$ cat config.mk
export PLATFORM = sky130hd
export DESIGN_NAME = radio_interrupt_logic
export DESIGN_NICKNAME = d
export VERILOG_FILES = /design/src/rtl/irq_logic_pkg.sv /design/src/rtl/event_capture.sv /design/src/rtl/radio_interrupt_logic.sv
export SDC_FILE = /design/constraint.sdc
export NUM_CORES = 1
export LEC_CHECK = 0
export ABC_CLOCK_PERIOD_IN_PS = 1100
export BUFFER_PORTS_ARGS = -buffer_cell sky130_fd_sc_hd__clkbuf_2
export CAP_MARGIN = 40
export CORE_MARGIN = 5
export CORE_UTILIZATION = 30
export DETAILED_ROUTE_END_ITERATION = 6
export PLACE_DENSITY = 0.47
export SLEW_MARGIN = 20
export SYNTH_ARGS = -nofsm -noshare
export SYNTH_HDL_FRONTEND = slang
export SYNTH_SLANG_ARGS = --single-unit
$ cat constraint.sdc
create_clock -name clk_sys -period 1.1 [get_ports clk_sys]
set_input_delay 0 -clock clk_sys [delete_from_list [all_inputs] [get_ports clk_sys]]
set_output_delay 0 -clock clk_sys [all_outputs]
set_load 0.02 [all_outputs]
$ cat src/rtl/irq_logic_pkg.sv
package irq_logic_pkg;
    // ==========================================================
    // register addresses
    localparam logic [5:0] ADDR_CTRL_ONE = 6'h04;
    localparam logic [5:0] ADDR_ENABLE = 6'h0e;
    localparam logic [5:0] ADDR_PENDING = 6'h0f;
    localparam logic [5:0] ADDR_IDENT = 6'h1e;
    // ==========================================================
    // event bit positions in pending and enable registers
    localparam int EV_SYNTH_LOCK = 0;
    localparam int EV_SYNTH_UNLOCK = 1;
    localparam int EV_FRAME_START = 2;
    localparam int EV_FRAME_DONE = 3;
    localparam int EV_WAKE_MEASURE = 4;
    localparam int EV_ADDR_MATCH = 5;
    localparam int EV_BUF_VIOLATION = 6;
    localparam int EV_SUPPLY_LOW = 7;
    // ==========================================================
    // control register fields
    localparam int CTL_POLARITY = 0;
    localparam int CTL_POLL_MODE = 1;
    localparam int CTL_STATUS_SEL_LO = 2;
    localparam int CTL_STATUS_SEL_HI = 3;
    localparam int CTL_EMPTY_IND_EN = 4;
    localparam int CTL_AUTO_CHECKSUM = 5;
    localparam int CTL_FRAME_PIN_EN = 6;
    localparam int CTL_FRONT_END_EN = 7;
    localparam logic [1:0] STATUS_SEL_PENDING = 2'h3;
    // ==========================================================
    // reset values
    localparam logic [7:0] CTRL_ONE_RESET = 8'h00;
    localparam logic [7:0] ENABLE_RESET = 8'h00;
    localparam logic [7:0] PENDING_RESET = 8'h00;
    // ==========================================================
    // transceiver states seen by this block
    typedef enum logic [2:0] {
        ST_IDLE_CLOCK,
        ST_RECEIVE_LISTEN,
        ST_BUSY_RECEIVE,
        ST_BUSY_TRANSMIT,
        ST_RETRYING_TRANSMIT,
        ST_OTHER
    } trx_state_e;
endpackage : irq_logic_pkg

$ cat src/rtl/event_capture.sv
`timescale 1ns/1ps
// ==============================================================
// sticky pending-event register with read-clear
module event_capture #(
    parameter int WIDTH = 8
) (
    input wire logic clk_sys,
    input wire logic rst,
    input wire logic [WIDTH-1:0] set_pulse,
    input wire logic [WIDTH-1:0] kill_pulse,
    input wire logic read_clear,
    output logic [WIDTH-1:0] pending_q
);
    // per bit: set wins over read clear and over cross-kill
    genvar i;
    generate
        for (i = 0; i < WIDTH; i++) begin : g_bit
            always_ff @(posedge clk_sys) begin
                if (rst) begin
                    pending_q[i] <= 1'b0;
                end else if (set_pulse[i]) begin
                    pending_q[i] <= 1'b1;
                end else if (read_clear || kill_pulse[i]) begin
                    pending_q[i] <= 1'b0;
                end
            end
        end
    endgenerate
endmodule : event_capture

$ cat src/rtl/radio_interrupt_logic.sv
`timescale 1ns/1ps
// Contract
// - enable register bit 1 lets its event drive the interrupt line
// - each pending event latches into its own status bit
// - enabled pending events are ORed onto one interrupt line
// - reading status returns contents, then clears bits and line, except bits set in the read cycle, which stay
// - pending bits are sticky until status read, reset, or the opposite lock/unlock event
// - lock event clears unlock bit, unlock event clears lock bit
// - bits 7..0: supply, violation, match, wake/measure, end, start, unlock, lock
// - bit 4 means wakeup in idle entry, measurement done in receive
// - unlock during busy or retrying transmit kills power amplifier now
// - frame start fires at payload start; state goes busy receive
// - frame end fires on reception end and on transmission end
// - reset clears the enable register
// - polling mode records masked events without asserting the line
// - control bit 0 picks line polarity, 0 active high
// - buffer empty indicator ignores polarity, always active high
// - enabled empty indicator replaces interrupt on line during buffer read
// - control bit 6 drives aux output two from header to reception end
// - control also holds front end, checksum, empty indicator, status select
// - status select 3 puts pending register in serial status byte
module radio_interrupt_logic #(
    parameter logic [7:0] IDENT_VALUE = 8'h5a // arbitrary identification value
) (
    input wire logic clk_sys,
    input wire logic rst,
    input wire logic reg_wr,
    input wire logic reg_rd,
    input wire logic [5:0] reg_addr,
    input wire logic [7:0] reg_wdata,
    output logic [7:0] reg_rdata,
    input wire irq_logic_pkg::trx_state_e trx_state,
    input wire logic ev_supply_low,
    input wire logic ev_buffer_violation,
    input wire logic ev_address_match,
    input wire logic ev_wakeup_done,
    input wire logic ev_channel_measure_done,
    input wire logic ev_frame_start,
    input wire logic ev_frame_rx_done,
    input wire logic ev_frame_tx_done,
    input wire logic ev_synth_unlock,
    input wire logic ev_synth_lock,
    input wire logic frame_buffer_reading,
    input wire logic buffer_empty,
    output logic irq_line,
    output logic aux_output_two,
    output logic pa_off,
    output logic [7:0] serial_status_byte,
    output logic front_end_control_enable,
    output logic tx_auto_checksum
);
    import irq_logic_pkg::*;

    // ==========================================================
    // register storage
    logic [7:0] ctrl_one_q;
    logic [7:0] enable_q;
    logic [7:0] pending_q;
    logic [7:0] event_vec;
    logic [7:0] kill_vec;
    logic read_pending;
    logic irq_request;
    logic frame_active_q;
    logic state_in_receive;

    // address match helper, used by write and read decoding
    function automatic logic hit(input logic [5:0] a, input logic [5:0] b);
        return a == b;
    endfunction : hit

    // control register writes
    always_ff @(posedge clk_sys) begin
        if (rst) begin
            ctrl_one_q <= CTRL_ONE_RESET;
        end else if (reg_wr && hit(reg_addr, ADDR_CTRL_ONE)) begin
            ctrl_one_q <= reg_wdata;
        end
    end

    // enable register writes, cleared on reset
    always_ff @(posedge clk_sys) begin
        if (rst) begin
            enable_q <= ENABLE_RESET;
        end else if (reg_wr && hit(reg_addr, ADDR_ENABLE)) begin
            enable_q <= reg_wdata;
        end
    end

    // ==========================================================
    // event collection
    assign state_in_receive = (trx_state == ST_RECEIVE_LISTEN) || (trx_state == ST_BUSY_RECEIVE);

    // bit 4 meaning follows transceiver state
    always_comb begin
        event_vec = 8'h00;
        event_vec[EV_SUPPLY_LOW] = ev_supply_low;
        event_vec[EV_BUF_VIOLATION] = ev_buffer_violation;
        event_vec[EV_ADDR_MATCH] = ev_address_match;
        event_vec[EV_WAKE_MEASURE] = state_in_receive ? ev_channel_measure_done
                                                      : ev_wakeup_done;
        event_vec[EV_FRAME_DONE] = ev_frame_rx_done || ev_frame_tx_done;
        event_vec[EV_FRAME_START] = ev_frame_start;
        event_vec[EV_SYNTH_UNLOCK] = ev_synth_unlock;
        event_vec[EV_SYNTH_LOCK] = ev_synth_lock;
    end

    // without polling mode only enabled events are recorded
    logic [7:0] record_vec;
    assign record_vec = ctrl_one_q[CTL_POLL_MODE] ? event_vec
                                                 : (event_vec & enable_q);

    // lock and unlock cancel each other
    always_comb begin
        kill_vec = 8'h00;
        kill_vec[EV_SYNTH_LOCK] = ev_synth_unlock;
        kill_vec[EV_SYNTH_UNLOCK] = ev_synth_lock;
    end

    assign read_pending = reg_rd && hit(reg_addr, ADDR_PENDING);

    event_capture #(
        .WIDTH(8)
    ) u_capture (
        .clk_sys(clk_sys),
        .rst(rst),
        .set_pulse(record_vec),
        .kill_pulse(kill_vec),
        .read_clear(read_pending),
        .pending_q(pending_q)
    );

    // ==========================================================
    // register read data, captured before the clear lands
    always_ff @(posedge clk_sys) begin
        if (rst) begin
            reg_rdata <= 8'h00;
        end else if (reg_rd) begin
            if (hit(reg_addr, ADDR_CTRL_ONE)) begin
                reg_rdata <= ctrl_one_q;
            end else if (hit(reg_addr, ADDR_ENABLE)) begin
                reg_rdata <= enable_q;
            end else if (hit(reg_addr, ADDR_PENDING)) begin
                reg_rdata <= pending_q;
            end else if (hit(reg_addr, ADDR_IDENT)) begin
                reg_rdata <= IDENT_VALUE;
            end else begin
                reg_rdata <= 8'h00;
            end
        end
    end

    // serial status byte follows the select field
    always_ff @(posedge clk_sys) begin
        if (rst) begin
            serial_status_byte <= 8'h00;
        end else if (ctrl_one_q[CTL_STATUS_SEL_HI:CTL_STATUS_SEL_LO] == STATUS_SEL_PENDING) begin
            serial_status_byte <= pending_q;
        end else begin
            serial_status_byte <= 8'h00;
        end
    end

    // ==========================================================
    // interrupt line: request with polarity applied, or empty indicator
    assign irq_request = |(pending_q & enable_q);
    always_ff @(posedge clk_sys) begin
        if (rst) begin
            irq_line <= 1'b0;
        end else if (ctrl_one_q[CTL_EMPTY_IND_EN] && frame_buffer_reading) begin
            irq_line <= buffer_empty;
        end else begin
            irq_line <= irq_request ^ ctrl_one_q[CTL_POLARITY];
        end
    end

    // ==========================================================
    // frame-start pin active from header until reception end
    always_ff @(posedge clk_sys) begin
        if (rst) begin
            frame_active_q <= 1'b0;
        end else if (ev_frame_start) begin
            frame_active_q <= 1'b1;
        end else if (ev_frame_rx_done) begin
            frame_active_q <= 1'b0;
        end
    end
    assign aux_output_two = ctrl_one_q[CTL_FRAME_PIN_EN] & frame_active_q;

    // power amplifier off on unlock during a transmission
    always_ff @(posedge clk_sys) begin
        if (rst) begin
            pa_off <= 1'b0;
        end else begin
            pa_off <= ev_synth_unlock && ((trx_state == ST_BUSY_TRANSMIT)
                      || (trx_state == ST_RETRYING_TRANSMIT));
        end
    end

    assign front_end_control_enable = ctrl_one_q[CTL_FRONT_END_EN];
    assign tx_auto_checksum = ctrl_one_q[CTL_AUTO_CHECKSUM];

    // ==========================================================
    // checks
    // read with no new event empties the register
    a_read_clears_all: assert property (@(posedge clk_sys) disable iff (rst)
        read_pending && (record_vec == 8'h00) |=> pending_q == 8'h00)
        else $error("status read did not clear pending bits");
    // address match event racing a read is kept
    a_event_kept_pending: assert property (@(posedge clk_sys) disable iff (rst)
        record_vec[EV_ADDR_MATCH] |=> pending_q[EV_ADDR_MATCH])
        else $error("recorded event was lost");
    // supply low bit holds without a read
    a_sticky_bits: assert property (@(posedge clk_sys) disable iff (rst)
        pending_q[EV_SUPPLY_LOW] && !read_pending |=> pending_q[EV_SUPPLY_LOW])
        else $error("pending bit dropped without read");
    // lock clears a pending unlock
    a_lock_kills_unlock: assert property (@(posedge clk_sys) disable iff (rst)
        ev_synth_lock && !ev_synth_unlock |=> !pending_q[EV_SYNTH_UNLOCK])
        else $error("lock did not clear unlock bit");
    // masked events are dropped outside polling
    a_masked_not_recorded: assert property (@(posedge clk_sys) disable iff (rst)
        !ctrl_one_q[CTL_POLL_MODE] && !enable_q[EV_FRAME_START] && read_pending
        |=> !pending_q[EV_FRAME_START])
        else $error("masked event recorded outside polling");
    // line is the or of enabled bits with polarity applied
    a_line_follows_or: assert property (@(posedge clk_sys) disable iff (rst)
        !(ctrl_one_q[CTL_EMPTY_IND_EN] && frame_buffer_reading)
        |=> irq_line == ($past(irq_request) ^ $past(ctrl_one_q[CTL_POLARITY])))
        else $error("interrupt line wrong");
    // reset masks every event
    a_enable_reset: assert property (@(posedge clk_sys)
        rst |=> enable_q == 8'h00)
        else $error("enable register not cleared by reset");
    // unlock while sending stops the amplifier
    a_pa_off_unlock: assert property (@(posedge clk_sys) disable iff (rst)
        ev_synth_unlock && trx_state == ST_BUSY_TRANSMIT |=> pa_off)
        else $error("amplifier not switched off");
    // frame start raises the aux pin
    a_aux_frame: assert property (@(posedge clk_sys) disable iff (rst)
        ev_frame_start && ctrl_one_q[CTL_FRAME_PIN_EN] && !reg_wr
        |=> aux_output_two)
        else $error("aux output two not raised");

    // ==========================================================
    // checks on event mapping and register outputs
    // unlock clears a pending lock bit
    a_unlock_kills_lock: assert property (@(posedge clk_sys) disable iff (rst)
        ev_synth_unlock && !ev_synth_lock |=> !pending_q[EV_SYNTH_LOCK])
        else $error("unlock did not clear lock bit");
    // recorded lock lands on bit 0
    a_lock_recorded: assert property (@(posedge clk_sys) disable iff (rst)
        record_vec[EV_SYNTH_LOCK] |=> pending_q[EV_SYNTH_LOCK])
        else $error("lock event not latched");
    // supply low lands on bit 7
    a_supply_maps_bit7: assert property (@(posedge clk_sys) disable iff (rst)
        ev_supply_low && enable_q[EV_SUPPLY_LOW] |=> pending_q[EV_SUPPLY_LOW])
        else $error("supply low not on bit 7");
    // measurement done sets bit 4 in receive states
    a_measure_in_receive: assert property (@(posedge clk_sys) disable iff (rst)
        ev_channel_measure_done && state_in_receive && enable_q[EV_WAKE_MEASURE]
        |=> pending_q[EV_WAKE_MEASURE])
        else $error("measurement done not latched");
    // wakeup has no effect in receive states
    a_wake_ignored_rx: assert property (@(posedge clk_sys) disable iff (rst)
        state_in_receive && !ev_channel_measure_done && !pending_q[EV_WAKE_MEASURE]
        |=> !pending_q[EV_WAKE_MEASURE])
        else $error("bit 4 set without measurement in receive");
    // transmit end counts as frame end
    a_tx_done_recorded: assert property (@(posedge clk_sys) disable iff (rst)
        ev_frame_tx_done && enable_q[EV_FRAME_DONE] |=> pending_q[EV_FRAME_DONE])
        else $error("transmit end not latched");
    // frame start lands on bit 2
    a_start_recorded: assert property (@(posedge clk_sys) disable iff (rst)
        ev_frame_start && enable_q[EV_FRAME_START] |=> pending_q[EV_FRAME_START])
        else $error("frame start not latched");
    // empty indicator drives the line active high
    a_empty_ind_line: assert property (@(posedge clk_sys) disable iff (rst)
        ctrl_one_q[CTL_EMPTY_IND_EN] && frame_buffer_reading
        |=> irq_line == $past(buffer_empty))
        else $error("empty indicator not on line");
    // serial status byte mirrors pending bits when selected
    a_serial_status: assert property (@(posedge clk_sys) disable iff (rst)
        ctrl_one_q[CTL_STATUS_SEL_HI:CTL_STATUS_SEL_LO] == STATUS_SEL_PENDING
        |=> serial_status_byte == $past(pending_q))
        else $error("serial status byte wrong");
    // serial status byte is empty otherwise
    a_serial_idle: assert property (@(posedge clk_sys) disable iff (rst)
        ctrl_one_q[CTL_STATUS_SEL_HI:CTL_STATUS_SEL_LO] != STATUS_SEL_PENDING
        |=> serial_status_byte == 8'h00)
        else $error("serial status byte not empty");
    // control writes land whole
    a_ctrl_write: assert property (@(posedge clk_sys) disable iff (rst)
        reg_wr && hit(reg_addr, ADDR_CTRL_ONE) |=> ctrl_one_q == $past(reg_wdata))
        else $error("control write lost");
    // enable writes land whole
    a_enable_write: assert property (@(posedge clk_sys) disable iff (rst)
        reg_wr && hit(reg_addr, ADDR_ENABLE) |=> enable_q == $past(reg_wdata))
        else $error("enable write lost");
    // status read returns the bits before the clear
    a_read_returns: assert property (@(posedge clk_sys) disable iff (rst)
        read_pending |=> reg_rdata == $past(pending_q))
        else $error("status read returned wrong bits");
    // polling mode records a masked wakeup
    a_poll_records: assert property (@(posedge clk_sys) disable iff (rst)
        ctrl_one_q[CTL_POLL_MODE] && ev_wakeup_done && !state_in_receive
        |=> pending_q[EV_WAKE_MEASURE])
        else $error("polling mode lost an event");
    // reception end drops the aux pin
    a_aux_frame_end: assert property (@(posedge clk_sys) disable iff (rst)
        ev_frame_rx_done && !ev_frame_start |=> !aux_output_two)
        else $error("aux output two not dropped");
    // amplifier stays on without unlock
    a_pa_off_idle: assert property (@(posedge clk_sys) disable iff (rst)
        !ev_synth_unlock |=> !pa_off)
        else $error("amplifier switched off without unlock");
endmodule : radio_interrupt_logic

==> results.py, run 1 <==
metrics = {
    "placed_design": {
        "place_ws_ns": -0.06060,
        "io_buffers": 53,
        "gp_congestion": 0.8201,
        "dp_hpwl_mm": 4.299,
        "place_area_um2": 2344,
    },
    "hold_path": {
        "holdCritPathClass": "input pin to flip-flop",
    },
    "synthesis": {
        "syn_nets": 245,
        "yosys-top-cells-area": "dfxtp_1 (48%), nand2_1 (7.4%), a21oi_1 (6.8%), nand3_1 (6.2%), a311oi_1 (3.9%)",
        "synth.top_cells.by_count": "dfxtp_1 (43), nand2_1 (35), a21oi_1 (24)",
        "async_flop_share": 0,
        "syn_area_um2": 1777,
        "synth_top_flop_cell": "dfxtp_1",
        "ys_ff_latch": 43,
        "ys_types": 26,
        "syn_inst": 212,
        "netlist.area_leader.share": 0.4845,
        "ys_seq_area_frac": 0.4845,
        "yosysMostFrequentCell": "dfxtp_1",
        "synth_edf_count": 0,
        "synth_top_cell_by_area": "dfxtp_1",
        "yosysWarnings": 0,
        "avgSynthCellArea_um2": 8.381,
    },
    "drt": {
        "drcViolationCount": 0,
        "totalWireLength_mm": 5.611,
        "final_antenna_net_count": 0,
        "dr.pass1.iters": 4,
        "wl_per_cell_um": 14.57,
        "viasPerCell": 4.875,
        "vias": 1877,
        "drtIter0Drc": 106,
    },
    "timing": {
        "post-route-period-util": 0.9625,
        "hold_viol_final": 0,
        "relSlewSlack": 0.7462,
        "worst_clock_skew_ns": 0.01378,
        "rsz0062_at_grt": "true",
        "tightestPinTransition_ns": 0.3807,
        "finalSetupViolations": 0,
        "fmax_ghz": 0.9445,
        "slew_viol_final": 0,
        "setup_ws_ns": 0.04120,
        "min_period_ns": 1.059,
    },
    "cts": {
        "cts_tree": "built",
        "numCtsBuffers": 5,
        "clockBufferDepth": 2,
        "clkLatencyLatePin_ns": 0.30,
        "cts.sinks": 43,
        "path_clk_slew_ns": 0.09,
        "cts_root_buf": "clkbuf_8",
        "h-tree-depth": 2,
        "postCtsSetupBuffers": 0,
    },
    "global_routing": {
        "overflow": 0,
        "grt_pass1_vias": 1764,
        "grt_max_degree": 35,
        "grt_usage": 0.1546,
        "grt_antenna_before_repair": 0,
        "grt_pass1_wl_mm": 8.956,
    },
    "die": {
        "dieArea_um2": 7561,
        "fp.dieH_um": 86.96,
        "rows": 28,
        "io_pins": 54,
        "initial_core_util": 0.3037,
        "core_um2": 5851,
        "die_x_um": 86.96,
    },
    "status": {
        "status": "finished, final reports clean",
    },
    "final_layout": {
        "nFillCells": 584,
        "stdcell_area_um2": 2664,
        "multiInputGateArea_um2": 865.8,
        "num_antenna_cells": 0,
        "nets": 342,
        "area_delta_synth_final_pct": 49.93,
        "seqCellArea_um2": 867.1,
        "drive_gt1_frac": 0.3355,
        "fin_util": 0.4553,
    },
    "setup_path": {
        "critPathKind": "flip-flop to flip-flop",
        "worst_setup_path_end_kind": "flip-flop",
        "crit_arrival_ns": 1.23,
        "regToRegSetupSlack_ns": 0.04,
        "crit_path_top_delay_cell": "dfxtp_1",
        "path_cells": "a22oi_1, nand4_1, nand3_1, o221ai_1",
        "startpoint_type": "flip-flop",
        "slowest_delay_ns": 0.35,
        "cp.required_ns": 1.27,
        "path_max_fanout": 4,
    },
    "pwr": {
        "power_density_nw_per_um2": 1205,
        "total_power_mw": 3.210,
        "vdd_ir_drop_max_mv": 0.4845,
        "power_leakage_nw": 1.097,
    },
    "job": {
        "drv_cap": 0,
    },
}
-- power by group --
| part | total (mW) | internal (mW) | switching [mW] |
|---|---|---|---|
| Combinational | 0.312 | 0.155 | 0.157 |
| Sequential | 1.59 | 1.57 | 0.0121 |
| Clock | 1.31 | 0.747 | 0.564 |
-- timing repair --
action	in CTS	in global routing
setup endpoints to repair	2	3
resized for setup	3	5
pin swaps	2	2
hold endpoints to repair	26	0
hold buffers	17	0
-- per-stage QoR --
step / setup TNS (ns) / hold WS (ns) / instances
floorplan: 0 / 0.1174 / 212
global placement: -0.8188 / 0.2336 / 360
detailed placement: -0.5896 / 0.2439 / 360
CTS: 0 / 0.03120 / 385
global route: -0.05343 / 0.04360 / 385
finish: 0 / 0.03958 / 385
-- cell type report --
class | instances | share of cell area
Clock buffer | 6 | 0.03100
Clock inverter | 2 | 0.01456
Inverter | 2 | 0.002818
Multi-Input combinational cell | 154 | 0.3250
Sequential cell | 43 | 0.3255
Tap cell | 75 | 0.03523
Timing Repair Buffer | 103 | 0.2659
-- flip-flops by register name, summed over array words and instances, names as in the netlist --
| register | cells |
|---|---|
| frame_active_q | 1 |
| enable_q | 8 |
| serial_status_byte | 8 |
| pa_off | 1 |
| ctrl_one_q | 8 |
| u_capture.pending_q | 8 |
| reg_rdata | 8 |
| irq_line | 1 |
-- layout by cell type (no fill, tap or decap) --
master and instances:
a22oi_2 2, inv_1 2, a22oi_1 6, nand2_1 35
a21oi_1 24, inv_6 1, clkbuf_8 6, o221ai_2 1
xnor2_1 1, dfxtp_2 2, nand3_1 22, and2_1 11
mux2_2 1, bufinv_16 1, o21ai_0 7, buf_4 31
dfxtp_1 40, buf_12 2, nand3b_1 2, dlygate4sd3_1 17
o221ai_1 4, o22ai_1 1, a311oi_1 8, nor3b_2 1
a32o_1 1, nand4_1 2, clkbuf_2 53, dfxtp_4 1
nor3_1 1, nor4_2 1, nor2_1 15, and3_1 7
nor3_4 1
-- logic make-up after synthesis --
family / Yosys count / synth area share
DFF: 43 / 0.4845
muxes: 1 / 0.006338
AOI/OAI and AO/OA: 54 / 0.1944
buffers and inverters: 15 / 0.04084
and+or+nand+nor: 98 / 0.2690
xor gates and xnor gates: 1 / 0.004930
-- layer usage --
layer	GRT usage	share of wire	vias up
li1	-	-	955
met1	0.2095	0.47	869
met2	0.2443	0.46	48
met3	0.02933	0.053	5
met4	0.05524	0.014	0
met5	0	0	-
-- worst paths after layout --
check,startpoint,to,cells after the start
min reg2reg,frame_active_q,frame_active_q,2
min,frame_buffer_reading,irq_line,3
max reg2reg,u_capture.pending_q[6],irq_line,4
max,u_capture.pending_q[6],irq_line,4
-- worst max-delay path, delay by kind of cell (launching register included) --
kind               cells  cell delay, ns
AOI/OAI and AO/OA      2            0.28
DFF                    1            0.35
and+or+nand+nor        2            0.30
Note: power is estimated with default switching activity, not from simulation.
==> inputs of run 2 (changes only) <==
ABC_CLOCK_PERIOD_IN_PS = 950   (was 1100)
PLACE_DENSITY = 0.49   (was 0.47)
clock period = 0.95 ns   (was 1.1 ns; I/O delays follow)
==> results.py, run 2 (synthesized netlist as in run 1, its figures left out) <==
metrics = {
    "final_layout": {
        "nets": 348,
        "final_cell_mix": "clkbuf_2 (52), nand2_1 (35), dfxtp_1 (33), buf_4 (33), a21oi_1 (24)",
        "fin_util": 0.4765,
        "drive_gt1_frac": 0.3956,
        "area_delta_synth_final_pct": 56.90,
        "num_antenna_cells": 0,
        "layout_commonest_cell": "clkbuf_2",
    },
    "timing": {
        "setup_ws_ns": -0.08897,
        "relSlewSlack": 0.7765,
        "finalSetupViolations": 5,
        "slew_viol_final": 0,
        "hold_viol_final": 0,
        "fmax_ghz": 0.9625,
        "post-route-period-util": 1.094,
        "min_period_ns": 1.039,
        "worst_clock_skew_ns": 0.005812,
        "finalSetupTns_ns": -0.2176,
        "rsz0062_at_grt": "true",
        "tightestPinTransition_ns": 0.3343,
    },
    "status": {
        "failed_checks": "setup timing",
        "status": "finished with violations",
    },
    "drt": {
        "drtIter0Drc": 96,
        "dr.pass1.iters": 4,
        "vias": 1863,
        "wl_per_cell_um": 14.18,
        "viasPerCell": 4.765,
        "totalWireLength_mm": 5.544,
        "final_antenna_net_count": 0,
        "drcViolationCount": 0,
    },
    "cts": {
        "cts_root_buf": "clkbuf_8",
        "cts_tree": "built",
        "numCtsBuffers": 5,
        "cts.sinks": 43,
        "clkLatencyLatePin_ns": 0.29,
        "clockBufferDepth": 2,
        "path_clk_slew_ns": 0.08,
        "h-tree-depth": 2,
    },
    "setup_path": {
        "critPathKind": "flip-flop to flip-flop",
        "worstReg2RegEnd": "irq_line",
        "worst_setup_path_end_kind": "flip-flop",
        "crit_arrival_ns": 1.21,
        "cp.required_ns": 1.12,
        "regToRegSetupSlack_ns": -0.09,
        "rr_startpoint": "u_capture.pending_q[7]",
        "path_max_fanout": 2,
        "crit_start": "u_capture.pending_q[7]",
        "startpoint_type": "flip-flop",
        "ff2ff_path_depth": 4,
    },
    "placed_design": {
        "io_buffers": 53,
        "gp_congestion": 0.7775,
        "dp_hpwl_mm": 4.177,
        "place_ws_ns": -0.2730,
    },
    "pwr": {
        "power_density_nw_per_um2": 1323,
        "vdd_ir_drop_max_mv": 0.7541,
        "power_leakage_nw": 1.146,
    },
    "die": {
        "initial_core_util": 0.3037,
        "rows": 28,
        "die_x_um": 86.96,
        "core_um2": 5851,
        "dieArea_um2": 7561,
        "io_pins": 54,
        "fp.dieH_um": 86.96,
    },
    "hold_path": {
        "min_path_cells": 3,
        "worstHoldEndpoint": "reg_rdata[1]",
        "holdCritPathClass": "input pin to flip-flop",
        "hold_start": "reg_rd",
    },
    "global_routing": {
        "grt_antenna_before_repair": 0,
        "grt_pass1_vias": 1837,
        "overflow": 0,
        "grt_max_degree": 35,
        "grt_usage": 0.1555,
        "grt_pass1_wl_mm": 9.025,
    },
    "job": {
        "drv_cap": 0,
    },
}
==> run 2: cell count changes in the layout (fill, tap and decap cells not counted), sizes merged <==
cell / change
buf: +6
clkbuf: -1
clkinv: +1
dlygate4sd3: +1
inv: -1
==> run 2: worst max path at each step <==
stage,end,slack [ns]
6_report,irq_line,-0.09
3_3_place_gp,enable_q[4],-0.23
4_1_cts,reg_rdata[1],-0.12
2_1_floorplan,reg_rdata[7],-0.05
5_1_grt,irq_line,-0.16
3_5_place_dp,reg_rdata[7],-0.27
==> run 2: routing by layer <==
layer,track usage,routed length [um],up-vias
met2,0.2622,2602,52
met3,0.03406,335,6
met1,0.1993,2545,842
li1,-,-,963
met5,0,0,-
met4,0.04249,60,0
==> run 2: cell type report <==
class | count | area, um^2
multi-input cells | 154 | 913.4
flip-flops and latches | 43 | 873.3
well taps | 75 | 93.84
clock buffers | 6 | 82.58
repair buffers | 109 | 782.0
fillers | 603 | 3063
clock inverters | 2 | 35.03
inverters | 2 | 7.507
==> run 2: what timing repair did <==
action,in CTS,in global routing
endpoints found under the setup margin,7,16
hold buffers,18,0
hold endpoints to repair,27,0
gates resized for setup,12,18
buffers inserted,3,0
pin swaps,6,5
==> run 2: per-stage QoR <==
| step | hold slack, ns | power [mW] | instance area, um^2 | cells |
|---|---|---|---|---|
| after global routing | 0.01955 | 3.873 | 2788 | 391 |
| after global placement | 0.2328 | 2.196 | 2371 | 362 |
| final | 0.01253 | 3.687 | 2788 | 391 |
| after CTS | 0.01083 | 3.727 | 2728 | 391 |
| after floorplan | 0.1174 | 2.016 | 1780 | 212 |
| after detailed placement | 0.2443 | 2.196 | 2371 | 362 |
==> run 2: worst max-delay path, stage by stage, from the launching register on <==
cell and delay [ns]:
dfxtp_1 0.33, a22oi_2 0.21, nand4_1 0.18, nand3_1 0.11
o221ai_1 0.10
==> run 2: power by group <==
part | internal, mW | switching (mW) | total (mW)
logic | 0.197 | 0.185 | 0.382
registers | 1.83 | 0.0142 | 1.84
clock network | 0.851 | 0.613 | 1.46
==> inputs of run 3 (changes only) <==
CAP_MARGIN = unset   (was 40)
SYNTH_HIERARCHICAL = 1   (was unset)
==> results.py, run 3 <==
metrics = {
    "synthesis": {
        "avgSynthCellArea_um2": 8.288,
        "synth_edf_count": 0,
        "yosys-top-cells-area": "dfxtp_1 (47%), a21oi_1 (7.1%), nand2_1 (5.9%), nand3_1 (4.6%), nor2_1 (4.5%)",
        "syn_area_um2": 1832,
        "synth_top_cell_by_area": "dfxtp_1",
        "yosysMostFrequentCell": "dfxtp_1",
        "ys_types": 29,
        "synth.top_cells.by_count": "dfxtp_1 (43), nand2_1 (29), a21oi_1 (26)",
        "synth_top_flop_cell": "dfxtp_1",
        "yosysWarnings": 6,
        "ys_ff_latch": 43,
        "async_flop_share": 0,
        "netlist.area_leader.share": 0.4699,
        "syn_inst": 221,
        "ys_seq_area_frac": 0.4699,
    },
    "global_routing": {
        "grt_usage": 0.1563,
        "grt_pass1_wl_mm": 9.287,
        "grt_pass1_vias": 1876,
        "grt_antenna_before_repair": 0,
        "grt_max_degree": 20,
        "overflow": 0,
    },
    "timing": {
        "worst_clock_skew_ns": 0.005918,
        "whs_ns": 0.006266,
        "min_period_ns": 1.101,
        "post-route-period-util": 1.159,
        "hold_viol_final": 0,
        "rsz0062_at_grt": "true",
        "fmax_ghz": 0.9085,
        "finalSetupViolations": 21,
        "setup_ws_ns": -0.1507,
        "finalSetupTns_ns": -1.863,
        "slew_viol_final": 0,
    },
    "hold_path": {
        "holdCritPathClass": "input pin to flip-flop",
        "hold_start": "ev_frame_rx_done",
    },
    "placed_design": {
        "gp_congestion": 0.7561,
        "place_area_um2": 2419,
        "dp.cells": 373,
        "io_buffers": 53,
        "dp_hpwl_mm": 4.360,
        "place_ws_ns": -0.4551,
    },
    "drt": {
        "viasPerCell": 4.830,
        "vias": 1956,
        "drtIter0Drc": 107,
        "wl_per_cell_um": 14.69,
        "dr.pass1.iters": 4,
        "final_antenna_net_count": 0,
        "drcViolationCount": 0,
        "totalWireLength_mm": 5.949,
    },
    "die": {
        "fp.dieH_um": 88.14,
        "rows": 28,
        "die_x_um": 88.14,
        "initial_core_util": 0.3094,
        "dieArea_um2": 7769,
        "io_pins": 54,
        "core_um2": 5921,
    },
    "pwr": {
        "total_power_mw": 3.371,
        "vdd_ir_drop_max_mv": 0.4835,
        "power_density_nw_per_um2": 1118,
        "power_leakage_nw": 1.191,
    },
    "cts": {
        "h-tree-depth": 2,
        "cts.sinks": 43,
        "cts_root_buf": "clkbuf_8",
        "path_clk_slew_ns": 0.08,
        "cts_tree": "built",
        "clockBufferDepth": 2,
        "numCtsBuffers": 5,
        "clkLatencyLatePin_ns": 0.30,
    },
    "setup_path": {
        "critPathBufInv": 1,
        "path_max_fanout": 8,
        "crit_start": "reg_addr[3]",
        "crit_path_top_delay_cell": "or4_4",
        "path_cells": "buf_6, or4_4, or3_4, nand2_2, a21oi_2",
        "path_delay_family": "simple AND/OR/NAND/NOR gates",
        "worst_setup_path_end_kind": "flip-flop",
        "cp.required_ns": 1.14,
        "startpoint_type": "input pin",
        "rr_startpoint": "enable_q[6]",
        "slowest_delay_ns": 0.56,
        "crit_arrival_ns": 1.29,
        "critPathKind": "input pin to flip-flop",
    },
    "final_layout": {
        "layout_commonest_cell": "clkbuf_2",
        "area_delta_synth_final_pct": 64.55,
        "drive_gt1_frac": 0.5273,
        "multiInputGateArea_um2": 1154,
        "num_antenna_cells": 0,
        "nets": 362,
        "final_cell_mix": "clkbuf_2 (51), buf_4 (30), dfxtp_1 (28)",
        "fin_util": 0.5091,
        "seqCellArea_um2": 884.6,
        "nFillCells": 587,
        "instances_no_fill": 405,
        "stdcell_area_um2": 3014,
    },
    "status": {
        "failed_checks": "setup timing",
        "status": "finished with violations",
    },
    "job": {
        "drv_cap": 0,
    },
}
[run 3: cells by family after synthesis]
family | count (synthesis) | share of synthesized area
xor gates and xnor gates | 1 | 0.004782
AOI/OAI and AO/OA | 54 | 0.1954
other | 1 | 0.002047
buffers and inverters | 23 | 0.05191
and+or+nand+nor | 99 | 0.2760
DFF | 43 | 0.4699
[run 3: worst register-to-register path, cell delays in order, from the launching register on]
cell and delay, ns:
dfxtp_4 0.37, a22oi_2 0.16, nand4_1 0.19, nand3_1 0.14, o221ai_2 0.10
[run 3: final cells by class]
class,count,share of cell area
tap,75,0.03113
multi-input combinational,162,0.3827
inverter,10,0.01245
clock buffer,5,0.02283
sequential,43,0.2935
clock inverter,3,0.004981
timing repair buffer,107,0.2524
[run 3: metal layers]
metal / GRT usage / up-vias / routed length [um]
met2: 0.2541 / 50 / 2832
met3: 0.03481 / 6 / 330
met4: 0.04396 / 0 / 46
li1: - / 989 / -
met5: 0 / - / 0
met1: 0.2086 / 911 / 2739
[run 3: path summary, 6_finish.rpt]
path / to / slack [ns] / depth (start not counted)
min reg2reg: serial_status_byte[3] / 0.48 / 1
min: frame_active_q / 0.006 / 4
max reg2reg: irq_line / -0.14 / 4
max: ctrl_one_q[2] / -0.15 / 5
[run 3: power breakdown]
part / total, mW / switching [mW] / internal (mW)
clock network: 1.13 / 0.630 / 0.504
logic: 0.404 / 0.208 / 0.196
registers: 1.83 / 0.0143 / 1.82
total: 3.37 / 0.852 / 2.52
[run 3: what timing repair did]
| item | in CTS | in global routing |
|---|---|---|
| hold buffers | 13 | 0 |
| setup buffers | 2 | 7 |
| pin swaps | 15 | 24 |
| setup endpoints to repair | 29 | 41 |
| cloned | 1 | 1 |
| resized for setup | 37 | 51 |
| hold endpoints to repair | 21 | 0 |
